**config.mk**
```make
export PLATFORM = sky130hd
export DESIGN_NAME = drive_seq_top
export DESIGN_NICKNAME = d
export VERILOG_FILES = /design/src/rtl/drive_seq_pkg.sv /design/src/rtl/seq_status_decode.sv /design/src/rtl/drive_seq_top.sv
export VERILOG_INCLUDE_DIRS = /design/src /design/src/rtl
export SDC_FILE = /design/constraint.sdc
export NUM_CORES = 1
export LEC_CHECK = 0
export BUFFER_PORTS_ARGS = -buffer_cell sky130_fd_sc_hd__buf_2
export CAP_MARGIN = 15
export CORE_ASPECT_RATIO = 0.7
export CORE_MARGIN = 3
export CORE_UTILIZATION = 52
export CTS_BUF_LIST = sky130_fd_sc_hd__clkbuf_4 sky130_fd_sc_hd__clkbuf_8
export CTS_CLUSTER_DIAMETER = 50
export CTS_CLUSTER_SIZE = 8
export DETAILED_ROUTE_END_ITERATION = 8
export PLACE_DENSITY = 0.76
export RECOVER_POWER = 100
export SLEW_MARGIN = 5
export SYNTH_ARGS = -nofsm -noshare
export SYNTH_HDL_FRONTEND = slang
export SYNTH_SLANG_ARGS = --single-unit
export TNS_END_PERCENT = 50
```
**constraint.sdc**
```tcl
create_clock -name aclk -period 2.29 [get_ports aclk]
set_input_delay 0.458 -clock aclk [delete_from_list [all_inputs] [get_ports aclk]]
set_output_delay 0.458 -clock aclk [all_outputs]
set_load 0.01 [all_outputs]
```
**src/rtl/seq_consts.svh**
```systemverilog
`ifndef SEQ_CONSTS_SVH
`define SEQ_CONSTS_SVH

`define ADDR_W          8
`define OFS_CTRL        8'h00
`define OFS_QH_LIMIT    8'h04
`define OFS_STATUS      8'h08
`define OFS_IRQ_STAT    8'h0C
`define OFS_IRQ_MASK    8'h10

`define CTRL_W          9
`define CTRL_RST        9'h000
`define QH_LIMIT_W      16
`define QH_LIMIT_RST    16'h03E8
`define IRQ_W           4
`define IRQ_MASK_RST    4'h0

`define IRQ_FPROC_BIT   0
`define IRQ_FLATCH_BIT  1
`define IRQ_ENABLED_BIT 2
`define IRQ_QHALT_BIT   3

`define STAT_CODE_LSB   0
`define STAT_FLAGS_LSB  3
`define STAT_CONT_BIT   11

`define RESP_OKAY       2'h0
`define RESP_SLVERR     2'h2

`endif

```
**src/rtl/drive_seq_pkg.sv**
```systemverilog
package drive_seq_pkg;

    // gray codes along init -> blocked -> allowed -> stack on -> enabled
    typedef enum logic [2:0] {
        ST_INIT    = 3'h0,
        ST_BLOCKED = 3'h1,
        ST_ALLOWED = 3'h3,
        ST_STACKON = 3'h2,
        ST_ENABLED = 3'h6,
        ST_QHALT   = 3'h7,
        ST_FPROC   = 3'h5,
        ST_FLATCH  = 3'h4
    } seq_state_e;

    typedef struct packed {
        logic tripped;
        logic running;
        logic jogging;
        logic stopping;
        logic start_permit;
        logic switched_on;
        logic ready;
        logic health;
    } seq_flags_s;

    typedef struct packed {
        logic qh_mode_coast;
        logic config_mode;
        logic init_done;
        logic trip_reset;
        logic drive_enable;
        logic coast_req;
        logic quick_halt_req;
        logic jog;
        logic run;
    } seq_ctrl_s;

endpackage : drive_seq_pkg

```
**src/rtl/seq_status_decode.sv**
```systemverilog
`timescale 1ns/100ps

module seq_status_decode
    import drive_seq_pkg::*;
(
    input  wire seq_state_e state,
    input  wire logic       jog_cmd,
    input  wire logic       stop_cycle,
    output logic [2:0]      code,
    output seq_flags_s      flags
);

    wire in_enabled = (state == ST_ENABLED);
    wire in_fault   = (state == ST_FPROC) || (state == ST_FLATCH);
    wire in_3_to_6  = (state == ST_STACKON) || (state == ST_ENABLED) ||
                      (state == ST_QHALT) || (state == ST_FPROC);

    always_comb begin
        case (state)
            ST_INIT:    code = 3'h0;
            ST_BLOCKED: code = 3'h1;
            ST_ALLOWED: code = 3'h2;
            ST_STACKON: code = 3'h3;
            ST_ENABLED: code = 3'h4;
            ST_QHALT:   code = 3'h5;
            ST_FPROC:   code = 3'h6;
            ST_FLATCH:  code = 3'h7;
            default:    code = 3'h0;
        endcase
    end

    assign flags.tripped      = in_fault;
    assign flags.running      = in_enabled;
    assign flags.jogging      = in_enabled && jog_cmd;
    assign flags.stopping     = (in_enabled && stop_cycle) ||
                                (state == ST_QHALT);
    assign flags.start_permit = in_3_to_6 || (state == ST_ALLOWED);
    assign flags.switched_on  = in_3_to_6;
    assign flags.ready        = in_3_to_6;
    assign flags.health       = !in_fault;

endmodule : seq_status_decode

```
**src/rtl/drive_seq_top.sv**
```systemverilog
// Operation
// - report state as code 0 to 7
// - init hold ignores every command but init done and config
// - start blocked refuses switch-on
// - start allowed accepts switch-on
// - stack on holds power stack enabled
// - enabled state drives the motor
// - fault processing handles a trip
// - fault latched waits for trip reset
// - tripped in 6,7; running in 4 only
// - permit 2..6; switched-on, ready 3..6
// - contactor off/on/held by state
// - health high 0..5, low 6,7
// - jogging, stopping only when enabled; stopping in halt
// - trip to fault processing, quench, reset rise
// - blocked/allowed/stack-on moves on run, jog, stops
// - enable, quick halt and halt exit moves
// - init hold until init done, no config
`timescale 1ns/100ps
`include "seq_consts.svh"

module drive_seq_top
    import drive_seq_pkg::*;
(
    input  wire logic                 aclk,
    input  wire logic                 aresetn,
    input  wire logic [`ADDR_W-1:0]   s_axi_awaddr,
    input  wire logic                 s_axi_awvalid,
    output logic                      s_axi_awready,
    input  wire logic [31:0]          s_axi_wdata,
    input  wire logic [3:0]           s_axi_wstrb,
    input  wire logic                 s_axi_wvalid,
    output logic                      s_axi_wready,
    output logic [1:0]                s_axi_bresp,
    output logic                      s_axi_bvalid,
    input  wire logic                 s_axi_bready,
    input  wire logic [`ADDR_W-1:0]   s_axi_araddr,
    input  wire logic                 s_axi_arvalid,
    output logic                      s_axi_arready,
    output logic [31:0]               s_axi_rdata,
    output logic [1:0]                s_axi_rresp,
    output logic                      s_axi_rvalid,
    input  wire logic                 s_axi_rready,
    input  wire logic                 trip_in,
    input  wire logic                 stack_quenched_in,
    input  wire logic                 zero_setpoint_in,
    output logic [2:0]                state_code,
    output seq_flags_s                status,
    output logic                      contactor,
    output logic                      irq
);

    // pins from the power stage, two flops before use
    logic [2:0] pin_meta_r;
    logic [2:0] pin_sync_r;
    always_ff @(posedge aclk) begin
        if (!aresetn) begin
            pin_meta_r <= 3'h0;
            pin_sync_r <= 3'h0;
        end else begin
            pin_meta_r <= {trip_in, stack_quenched_in, zero_setpoint_in};
            pin_sync_r <= pin_meta_r;
        end
    end
    wire trip_s   = pin_sync_r[2];
    wire quench_s = pin_sync_r[1];
    wire zero_s   = pin_sync_r[0];

    // registers
    seq_ctrl_s              ctrl_r;
    logic [`QH_LIMIT_W-1:0] qh_limit_r;
    logic [`IRQ_W-1:0]      irq_stat_r;
    logic [`IRQ_W-1:0]      irq_mask_r;

    // axi write path: address and data taken in either order
    logic               aw_held_r;
    logic               w_held_r;
    logic [`ADDR_W-1:0] awaddr_r;
    logic [31:0]        wdata_r;
    logic [3:0]         wstrb_r;
    logic               bvalid_r;
    logic [1:0]         bresp_r;

    assign s_axi_awready = !aw_held_r && !bvalid_r;
    assign s_axi_wready  = !w_held_r && !bvalid_r;
    wire aw_take  = s_axi_awvalid && s_axi_awready;
    wire w_take   = s_axi_wvalid && s_axi_wready;
    wire wr_go    = aw_held_r && w_held_r;
    wire [31:0] wmask = {{8{wstrb_r[3]}}, {8{wstrb_r[2]}},
                         {8{wstrb_r[1]}}, {8{wstrb_r[0]}}};
    wire [31:0] wbits = wdata_r & wmask;
    wire wr_ctrl  = wr_go && (awaddr_r == `OFS_CTRL);
    wire wr_qhl   = wr_go && (awaddr_r == `OFS_QH_LIMIT);
    wire wr_istat = wr_go && (awaddr_r == `OFS_IRQ_STAT);
    wire wr_imask = wr_go && (awaddr_r == `OFS_IRQ_MASK);
    wire wr_hit   = wr_ctrl || wr_qhl || wr_istat || wr_imask ||
                    (awaddr_r == `OFS_STATUS);

    always_ff @(posedge aclk) begin
        if (!aresetn) begin
            aw_held_r <= 1'b0;
            w_held_r  <= 1'b0;
            awaddr_r  <= '0;
            wdata_r   <= 32'h0;
            wstrb_r   <= 4'h0;
            bvalid_r  <= 1'b0;
            bresp_r   <= `RESP_OKAY;
        end else begin
            if (aw_take) begin
                aw_held_r <= 1'b1;
                awaddr_r  <= s_axi_awaddr;
            end
            if (w_take) begin
                w_held_r <= 1'b1;
                wdata_r  <= s_axi_wdata;
                wstrb_r  <= s_axi_wstrb;
            end
            if (wr_go) begin
                aw_held_r <= 1'b0;
                w_held_r  <= 1'b0;
                bvalid_r  <= 1'b1;
                bresp_r   <= wr_hit ? `RESP_OKAY : `RESP_SLVERR;
            end else if (bvalid_r && s_axi_bready) begin
                bvalid_r <= 1'b0;
            end
        end
    end
    assign s_axi_bvalid = bvalid_r;
    assign s_axi_bresp  = bresp_r;

    // software registers; status is read only, writes to it are dropped
    wire [`CTRL_W-1:0] ctrl_new = (ctrl_r & ~wmask[`CTRL_W-1:0]) |
                                  wbits[`CTRL_W-1:0];
    wire [`QH_LIMIT_W-1:0] qhl_new = (qh_limit_r & ~wmask[`QH_LIMIT_W-1:0]) |
                                     wbits[`QH_LIMIT_W-1:0];
    always_ff @(posedge aclk) begin
        if (!aresetn) begin
            ctrl_r     <= `CTRL_RST;
            qh_limit_r <= `QH_LIMIT_RST;
            irq_mask_r <= `IRQ_MASK_RST;
        end else begin
            if (wr_ctrl)
                ctrl_r <= ctrl_new;
            if (wr_qhl)
                qh_limit_r <= qhl_new;
            if (wr_imask)
                irq_mask_r <= wbits[`IRQ_W-1:0];
        end
    end

    // sequencing state machine
    seq_state_e state_r;
    seq_state_e state_nxt;
    logic       runjog_d_r;
    logic       treset_d_r;
    logic [`QH_LIMIT_W-1:0] qh_cnt_r;

    wire runjog     = ctrl_r.run || ctrl_r.jog;
    wire runjog_up  = runjog && !runjog_d_r;
    wire treset_up  = ctrl_r.trip_reset && !treset_d_r;
    wire stop_req   = ctrl_r.coast_req || ctrl_r.quick_halt_req;
    wire stop_cycle = !runjog;
    wire trip_zone  = (state_r == ST_BLOCKED) || (state_r == ST_ALLOWED) ||
                      (state_r == ST_STACKON) || (state_r == ST_ENABLED) ||
                      (state_r == ST_QHALT);
    wire qh_expired = (qh_cnt_r >= qh_limit_r);

    always_comb begin
        state_nxt = state_r;
        if (trip_zone && trip_s) begin
            state_nxt = ST_FPROC;
        end else begin
            case (state_r)
                ST_INIT:
                    if (ctrl_r.init_done && !ctrl_r.config_mode)
                        state_nxt = ST_BLOCKED;
                ST_BLOCKED:
                    if (!runjog && !stop_req)
                        state_nxt = ST_ALLOWED;
                ST_ALLOWED:
                    if (stop_req)
                        state_nxt = ST_BLOCKED;
                    else if (runjog_up)
                        state_nxt = ST_STACKON;
                ST_STACKON:
                    if (stop_req)
                        state_nxt = ST_BLOCKED;
                    else if (!runjog)
                        state_nxt = ST_ALLOWED;
                    else if (ctrl_r.drive_enable)
                        state_nxt = ST_ENABLED;
                ST_ENABLED:
                    if (ctrl_r.coast_req)
                        state_nxt = ST_BLOCKED;
                    else if (ctrl_r.quick_halt_req)
                        state_nxt = ST_QHALT;
                    else if (!ctrl_r.drive_enable)
                        state_nxt = ST_STACKON;
                    else if (!runjog && zero_s)
                        state_nxt = ST_ALLOWED;
                ST_QHALT:
                    if (qh_expired || ctrl_r.qh_mode_coast || zero_s)
                        state_nxt = ST_BLOCKED;
                ST_FPROC:
                    if (quench_s)
                        state_nxt = ST_FLATCH;
                ST_FLATCH:
                    if (!trip_s && treset_up)
                        state_nxt = ST_BLOCKED;
                default:
                    state_nxt = ST_INIT;
            endcase
        end
    end

    always_ff @(posedge aclk) begin
        if (!aresetn) begin
            state_r    <= ST_INIT;
            runjog_d_r <= 1'b0;
            treset_d_r <= 1'b0;
        end else begin
            state_r    <= state_nxt;
            runjog_d_r <= runjog;
            treset_d_r <= ctrl_r.trip_reset;
        end
    end

    // halt timer counts only while in quick halt
    always_ff @(posedge aclk) begin
        if (!aresetn || state_r != ST_QHALT)
            qh_cnt_r <= '0;
        else if (!qh_expired)
            qh_cnt_r <= qh_cnt_r + 1'b1;
    end

    // outputs
    logic [2:0] code_nxt;
    seq_flags_s flags_nxt;
    logic       contactor_r;

    seq_status_decode seq_status_decode_inst (
        .state      (state_r),
        .jog_cmd    (ctrl_r.jog),
        .stop_cycle (stop_cycle),
        .code       (code_nxt),
        .flags      (flags_nxt)
    );

    wire cont_on  = (state_r == ST_STACKON) || (state_r == ST_ENABLED) ||
                    (state_r == ST_QHALT) || (state_r == ST_FPROC);
    wire cont_off = (state_r == ST_INIT) || (state_r == ST_FLATCH);

    always_ff @(posedge aclk) begin
        if (!aresetn) begin
            state_code  <= 3'h0;
            status      <= '0;
            contactor_r <= 1'b0;
        end else begin
            state_code <= code_nxt;
            status     <= flags_nxt;
            if (cont_on)
                contactor_r <= 1'b1;
            else if (cont_off)
                contactor_r <= 1'b0;
        end
    end
    assign contactor = contactor_r;

    // interrupts: state entry events, set wins over a same-cycle clear
    wire entering = (state_nxt != state_r);
    wire [`IRQ_W-1:0] irq_ev;
    assign irq_ev[`IRQ_FPROC_BIT]   = entering && (state_nxt == ST_FPROC);
    assign irq_ev[`IRQ_FLATCH_BIT]  = entering && (state_nxt == ST_FLATCH);
    assign irq_ev[`IRQ_ENABLED_BIT] = entering && (state_nxt == ST_ENABLED);
    assign irq_ev[`IRQ_QHALT_BIT]   = entering && (state_nxt == ST_QHALT);
    wire [`IRQ_W-1:0] irq_clr = wr_istat ? wbits[`IRQ_W-1:0] : '0;

    always_ff @(posedge aclk) begin
        if (!aresetn)
            irq_stat_r <= '0;
        else
            irq_stat_r <= (irq_stat_r & ~irq_clr) | irq_ev;
    end
    assign irq = |(irq_stat_r & irq_mask_r);

    // axi read path, one cycle after address
    logic        rvalid_r;
    logic [31:0] rdata_r;
    logic [1:0]  rresp_r;
    logic [31:0] rd_mux;
    logic        rd_hit;
    assign s_axi_arready = !rvalid_r;
    wire ar_take = s_axi_arvalid && s_axi_arready;

    always_comb begin
        rd_hit = 1'b1;
        case (s_axi_araddr)
            `OFS_CTRL:     rd_mux = {23'h0, ctrl_r};
            `OFS_QH_LIMIT: rd_mux = {16'h0, qh_limit_r};
            `OFS_STATUS:   rd_mux = {20'h0, contactor_r, status, state_code};
            `OFS_IRQ_STAT: rd_mux = {28'h0, irq_stat_r};
            `OFS_IRQ_MASK: rd_mux = {28'h0, irq_mask_r};
            default: begin
                rd_mux = 32'h0;
                rd_hit = 1'b0;
            end
        endcase
    end

    always_ff @(posedge aclk) begin
        if (!aresetn) begin
            rvalid_r <= 1'b0;
            rdata_r  <= 32'h0;
            rresp_r  <= `RESP_OKAY;
        end else if (ar_take) begin
            rvalid_r <= 1'b1;
            rdata_r  <= rd_mux;
            rresp_r  <= rd_hit ? `RESP_OKAY : `RESP_SLVERR;
        end else if (rvalid_r && s_axi_rready) begin
            rvalid_r <= 1'b0;
        end
    end
    assign s_axi_rvalid = rvalid_r;
    assign s_axi_rdata  = rdata_r;
    assign s_axi_rresp  = rresp_r;
endmodule : drive_seq_top

```
# Word level (Yosys, flattened, before mapping)

Memories as Yosys holds them, arrays and structs flattened. A register that Yosys moved wholly into a read port is not among the register bits.
Cells that the tools add are included.

$add $sub $neg: 1
$mul: 0
Divide/modulo/power cells: 0
Magnitude comparators: 1
Equality and inequality tests: 21
Shift-type cells: 0
Muxes and demuxes: 27
Bitwise gates (word level): 12
Reductions and logical operators: 67

Operators with widths:

| kind                  | number |
|---|---|
| $pmux 16 s5           | 1 |
| $mux 3                | 15 |
| $and 16x16->16        | 2 |
| $eq 8x4->1 const B    | 4 |
| $logic_and 1x1->1     | 25 |
| $eq 3x3->1 const B    | 8 |
| $pmux 3 s8            | 1 |
| $logic_or 1x1->1      | 20 |
| $add 16x1->16 const B | 1 |
| $eq 8x3->1 const B    | 2 |
| $eq 8x5->1 const B    | 2 |
| $ge 16x16->1          | 1 |
| $logic_not 8->1       | 2 |
| $not 16->16           | 1 |
| $or 16x16->16         | 1 |
| $logic_not 1->1       | 13 |
| $and 9x9->9           | 1 |
| $not 9->9             | 1 |
| $or 9x9->9            | 1 |
| $and 4x4->4           | 2 |
| $mux 1                | 7 |
| $eq 3x2->1 const B    | 2 |
| $reduce_bool 2->1     | 3 |
| $reduce_or 5->1       | 1 |
| 11 further kinds      | 12 |

Flip-flop bits (word level): 134
Bits in latches: 0
Memory bits (writable): 0
Memory bits (read-only): 24
Input port bits: 62
Logic and storage cells: 166
Memories kept: 1

Memories:

| name            | depth | bits a word | rd ports | clocked after memory_dff | write ports | line                    | source |
|---|---|---|---|---|---|---|---|
| (no name shown) | 8     | 3           | 1        | 1                        | 0           | seq_status_decode.sv:19 | `case (state)` |

# Logic depth before layout (Yosys ltp)

Depth in word-level cells: 12
Gate-level depth with buffers: 11
Gate-level depth less buffers: 10

# Hierarchy

From an unflattened synthesis, not the netlist that was laid out.

Cell total of the unflattened synthesis: 643
Area total of the unflattened synthesis: 5,620.4 um^2

Modules (own cells, without submodules):

| module            | instances | cells an instance | area each (um^2) | sequential area each (um^2) |
|---|---|---|---|---|
| drive_seq_top     | 1         | 621               | 5,449.0          | 2,402.3 |
| seq_status_decode | 1         | 22                | 171.4            | 0.0 |

# Worst setup path before layout

No wires, ideal clock.

Path type: register -> register
Start point: register state_r[0]
End point: register irq_stat_r[0]
Setup time: 0.061 ns
Arrival: 2.216 ns
Path slack: 0.013 ns
Stages on the path, launching flop included: 12
Buffers on the path: 2
Cell sequence: dfxtp_1 buf_2 inv_1 ha_1 clkbuf_1 a2111oi_0 o22ai_1 and3b_1 o311ai_0 a31oi_1 a211oi_1 a32o_1

Word-level cells in the longest chain between the ends: 10

RTL lines:

| element                                                            | line                 | source |
|---|---|---|
| start: declaration                                                 | drive_seq_top.sv:152 | `seq_state_e state_r;` |
| start signal: assignment                                           | drive_seq_top.sv:222 | `state_r <= state_nxt;` |
| parallel branches: the longest is 8 deep, another holds $pmux 3 s8 | -                    |  |
| $logic_and 1x1->1 *                                                | drive_seq_top.sv:272 | `` assign irq_ev[`IRQ_FPROC_BIT] = entering && (state_nxt == ST_FPROC); `` |
| $or 4x4->4 *                                                       | drive_seq_top.sv:282 | `irq_stat_r <= (irq_stat_r & ~irq_clr) \| irq_ev;` |
| end signal: assignment                                             | drive_seq_top.sv:282 |  |
| end: declaration                                                   | drive_seq_top.sv:72  | `` logic [`IRQ_W-1:0] irq_stat_r; `` |

Every way passes the cells marked *.
A chain may end at the register's enable or synchronous reset.

==> impl_metrics.csv <==
group,metric,value,unit
status,status,"finished with violations",
status,violations,"setup timing",
finish,drive_gt1_share,24.79,%
timing,rsz0062_at_grt,"true",
critical_path,timing.rr.end,"qh_cnt_r[4]",
logic_synthesis,synth_top_area_share,40.22,%
finish,fin_nets,886,
logic_synthesis,async_flop_share,0,%
critical_path,r2r_slack,-110,ps
run,maxCapViolations,0,
min_path,min_path_cells,2,
logic_synthesis,ys_ff_latch,119,
clock_network,path_clk_slew,80,ps
power_and_ir_drop,switchingPower,0.001584,W
logic_synthesis,synthCells,678,
clock_network,hold_buffers,0,
clock_network,cts_tree,"done",
floorplanning,initial_core_util,55.33,%
timing,min_period,2396,ps
clock_network,clockBufferDepth,2,
logic_synthesis,synth_edf_count,0,
drt,dr_total_vias,5294,
grt,met3_usage,6.540,%
floorplanning,die_x,133.6,um
critical_path,cp_max_fo,6,
clock_network,cts_sinks,119,
critical_path,crit_type,"flip-flop to flip-flop",
floorplanning,core,10710,sq um
floorplanning,dieArea,12730,sq um
grt,grt_max_degree,99,
logic_synthesis,syn-cell-area,5923,sq um
floorplanning,rows,31,
critical_path,cp-start-kind,"flip-flop",
logic_synthesis,synthFlopType,"dfxtp_1",
logic_synthesis,avgSynthCellArea,8.736,sq um
logic_synthesis,ys_warn_count,0,
floorplanning,io-pin-count,116,
timing,fmax,0.4174,GHz
grt,antenna_found_initial,0,
clock_network,clock_latency,440,ps
min_path,hp-start,"stack_quenched_in",
drt,ant_nets,0,
grt,track_usage,24.87,%
grt,grt_pass1_wl,24920,um
critical_path,arrival,2760,ps
timing,setup_viol_count_final,15,
power_and_ir_drop,combPwrFrac,20.9,%
timing,hold_viol,0,
drt,vias_per_cell,5.497,
min_path,holdPathEnd,"pin_meta_r[1]",
floorplanning,fp.dieH,95.30,um
place,io_buffers,79,
timing,finalMaxSlewViolations,0,
logic_synthesis,ys_seq_area_share,40.22,%
grt,busiest_layer,"met2",
logic_synthesis,synthTopCellsByArea,"dfxtp_1 (40%), nand2_1 (6.6%), mux2i_1 (5.4%), a21boi_0 (4.8%), ha_1 (4.6%)",
power_and_ir_drop,power.share.clock,35.8,%
grt,grt_pass1_vias,4955,
timing,tightest_slew,744.2,ps
critical_path,r2r_cells,10,
finish,syn_to_final_growth,23.66,%
grt,grt-ovfl-total,0,
power_and_ir_drop,power_density,711.5,nW/um^2
timing,period_share,104.6,%
finish,fin_cells,963,
timing,fin_ws,-105.7,ps
timing,finClkSkew,12.88,ps
logic_synthesis,synth_top_area_cell,"dfxtp_1",
drt,post-route-drc-count,0,
drt,wl_per_cell,16.59,um
power_and_ir_drop,ir_drop,0.3830,mV
power_and_ir_drop,p_seq_share,43.4,%
place,place_hpwl,11210,um
drt,wirelength,15980,um
logic_synthesis,ys_types,65,
grt,grt_use_met2,39.57,%
finish,diodes,0,
critical_path,endpoint_kind,"flip-flop",
power_and_ir_drop,power.internal,0.003627,W
clock_network,htree_levels,4,
finish,n_fill_cell,866,
grt,grtUsageMet1,33.79,%
clock_network,numCtsBuffers,17,
timing,max_slew_margin,50.36,%
power_and_ir_drop,p_leak,3.044,nW
min_path,hp-class,"input pin to flip-flop",
place,dp_cells,925,
place,gp_congestion,0.8981,
drt,first_pass_iters,5,
finish,finish.utilization,68.42,%
clock_network,cts_root_buffer,"clkbuf_8",
critical_path,worstPathRequired,2660,ps
power_and_ir_drop,p_sw_share,30.40,%
drt,first_iter_violations,442,
power groups by stage:
stage               combinational (W)  sequential, W  clock (W)
finish                        0.00109        0.00226    0.00186
global route                  0.00120        0.00227    0.00199
CTS                           0.00107        0.00225    0.00188
detailed placement            0.00103        0.00230          0
global placement              0.00101        0.00230          0
floorplan                    0.000652        0.00229          0
cells in the final DEF (no fill, tap or decap), types with 4 or more instances in the layout:
cell type / netlist / final
a22oi_1: 6 / 6
nor3_1: 13 / 10
nor2_1: 35 / 35
buf_2: 4 / 42
clkbuf_1: 22 / 42
nand3_1: 14 / 14
mux2_2: 5 / 5
o21ai_0: 17 / 18
or3_4: 1 / 4
ha_1: 22 / 16
nor4_4: 0 / 4
nand4_1: 5 / 5
inv_2: 0 / 5
ha_4: 0 / 6
and2_0: 0 / 7
nand2b_1: 5 / 5
and3_1: 6 / 6
nor3b_1: 4 / 4
nand3b_1: 4 / 4
xnor2_1: 10 / 10
a221oi_1: 7 / 7
dfxtp_2: 0 / 12
nand2_1: 104 / 99
mux2i_1: 32 / 32
and2_1: 16 / 9
a21boi_0: 38 / 38
buf_6: 5 / 5
xor2_1: 4 / 4
clkbuf_8: 3 / 21
nor2b_1: 35 / 34
dfxtp_1: 119 / 107
conb_1: 1 / 18
buf_4: 19 / 50
nand3_2: 5 / 4
o311ai_0: 4 / 4
inv_1: 28 / 23
a21oi_1: 29 / 26
logic make-up after synthesis:
group	synth area share, %
muxes	6.358
and+or+nand+nor	23.83
other	0.06331
buffers and inverters	7.626
xor gates and xnor gates	2.070
adders and majority gates	4.647
AOI/OAI and AO/OA	15.19
DFF	40.22
how the worst max path moves through the flow:
| stage | slack [ps] | cells after the start | start | to |
|---|---|---|---|---|
| 2_1_floorplan | 10 | 11 | state_r[0] | irq_stat_r[0] |
| 3_3_place_gp | -90 | 9 | state_r[1] | irq_stat_r[3] |
| 3_5_place_dp | -140 | 10 | flip-flop | irq_stat_r[0] |
| 4_1_cts | -8 | 10 | flip-flop | qh_cnt_r[14] |
| 5_1_grt | -200 | 10 | qh_cnt_r[0] | qh_cnt_r[8] |
| 6_report | -110 | 10 | flip-flop | qh_cnt_r[4] |
what timing repair did:
item	in CTS	in global routing
resized for setup	28	41
endpoints found under the setup margin	16	27
pin swaps	14	22
setup buffers	4	4
synthesized netlist by cell type, drive strengths merged, types with 2 or more instances:
| master | instances |
|---|---|
| a22oi | 6 |
| xor2 | 4 |
| a21boi | 39 |
| xnor2 | 10 |
| a21oi | 29 |
| nand4 | 6 |
| nand3b | 4 |
| nor4 | 7 |
| o211ai | 2 |
| o31a | 2 |
| o21a | 2 |
| mux2 | 5 |
| dfxtp | 119 |
| and4 | 2 |
| nand2 | 104 |
| a32o | 2 |
| o211a | 2 |
| buf | 29 |
| nor2b | 35 |
| o21ai | 19 |
| or4 | 2 |
| and4b | 2 |
| nand2b | 5 |
| nor3b | 5 |
| nor3 | 13 |
| a31oi | 3 |
| inv | 28 |
| and2 | 16 |
| a221oi | 7 |
| nand3 | 19 |
| nor2 | 36 |
| o311ai | 5 |
| ha | 22 |
| mux2i | 32 |
| clkbuf | 25 |
| and3 | 9 |
| or3 | 5 |
| o31ai | 2 |
final cells by class:
cell class                      count  area, sq um  area share (%)
Multi-Input combinational cell    494         3415           46.62
Sequential cell                   119         2397           32.73
Timing Repair Buffer              142        832.0           11.36
Clock buffer                       22        296.5           4.049
Tap cell                          148        185.2           2.528
Inverter                           28        105.1           1.435
Clock inverter                     10        93.84           1.281
through the flow:
stage / hold slack (ps) / instance area, sq um / worst slack, ps / TNS (ps) / total power (W)
after floorplan: 411.9 / 5987 / 12.98 / 0 / 0.002940
after global placement: 420.1 / 6661 / -90.08 / -879.6 / 0.003309
after detailed placement: 423.5 / 6661 / -141.5 / -2058 / 0.003331
after CTS: 198.1 / 7202 / -8.445 / -10.73 / 0.005205
after global routing: 194.1 / 7325 / -203.3 / -2366 / 0.005460
final: 211.6 / 7325 / -105.7 / -553.0 / 0.005211
metal layers:
| layer | part of all wire [%] | wire [um] |
|---|---|---|
| met5 | 0 | 0 |
| met4 | 1.7 | 269 |
| met3 | 6.7 | 1074 |
| met2 | 44 | 7091 |
| met1 | 47 | 7544 |
critical path: stages (launching register included):
cell and delay [ps]:
dfxtp_2 340, inv_2 40, ha_4 230, nor2b_4 120
o211a_1 240, o311ai_4 410, buf_6 170, nand3_4 130
buf_6 160, or3_4 330, a21oi_2 140
(Power assumes the default switching activity.)
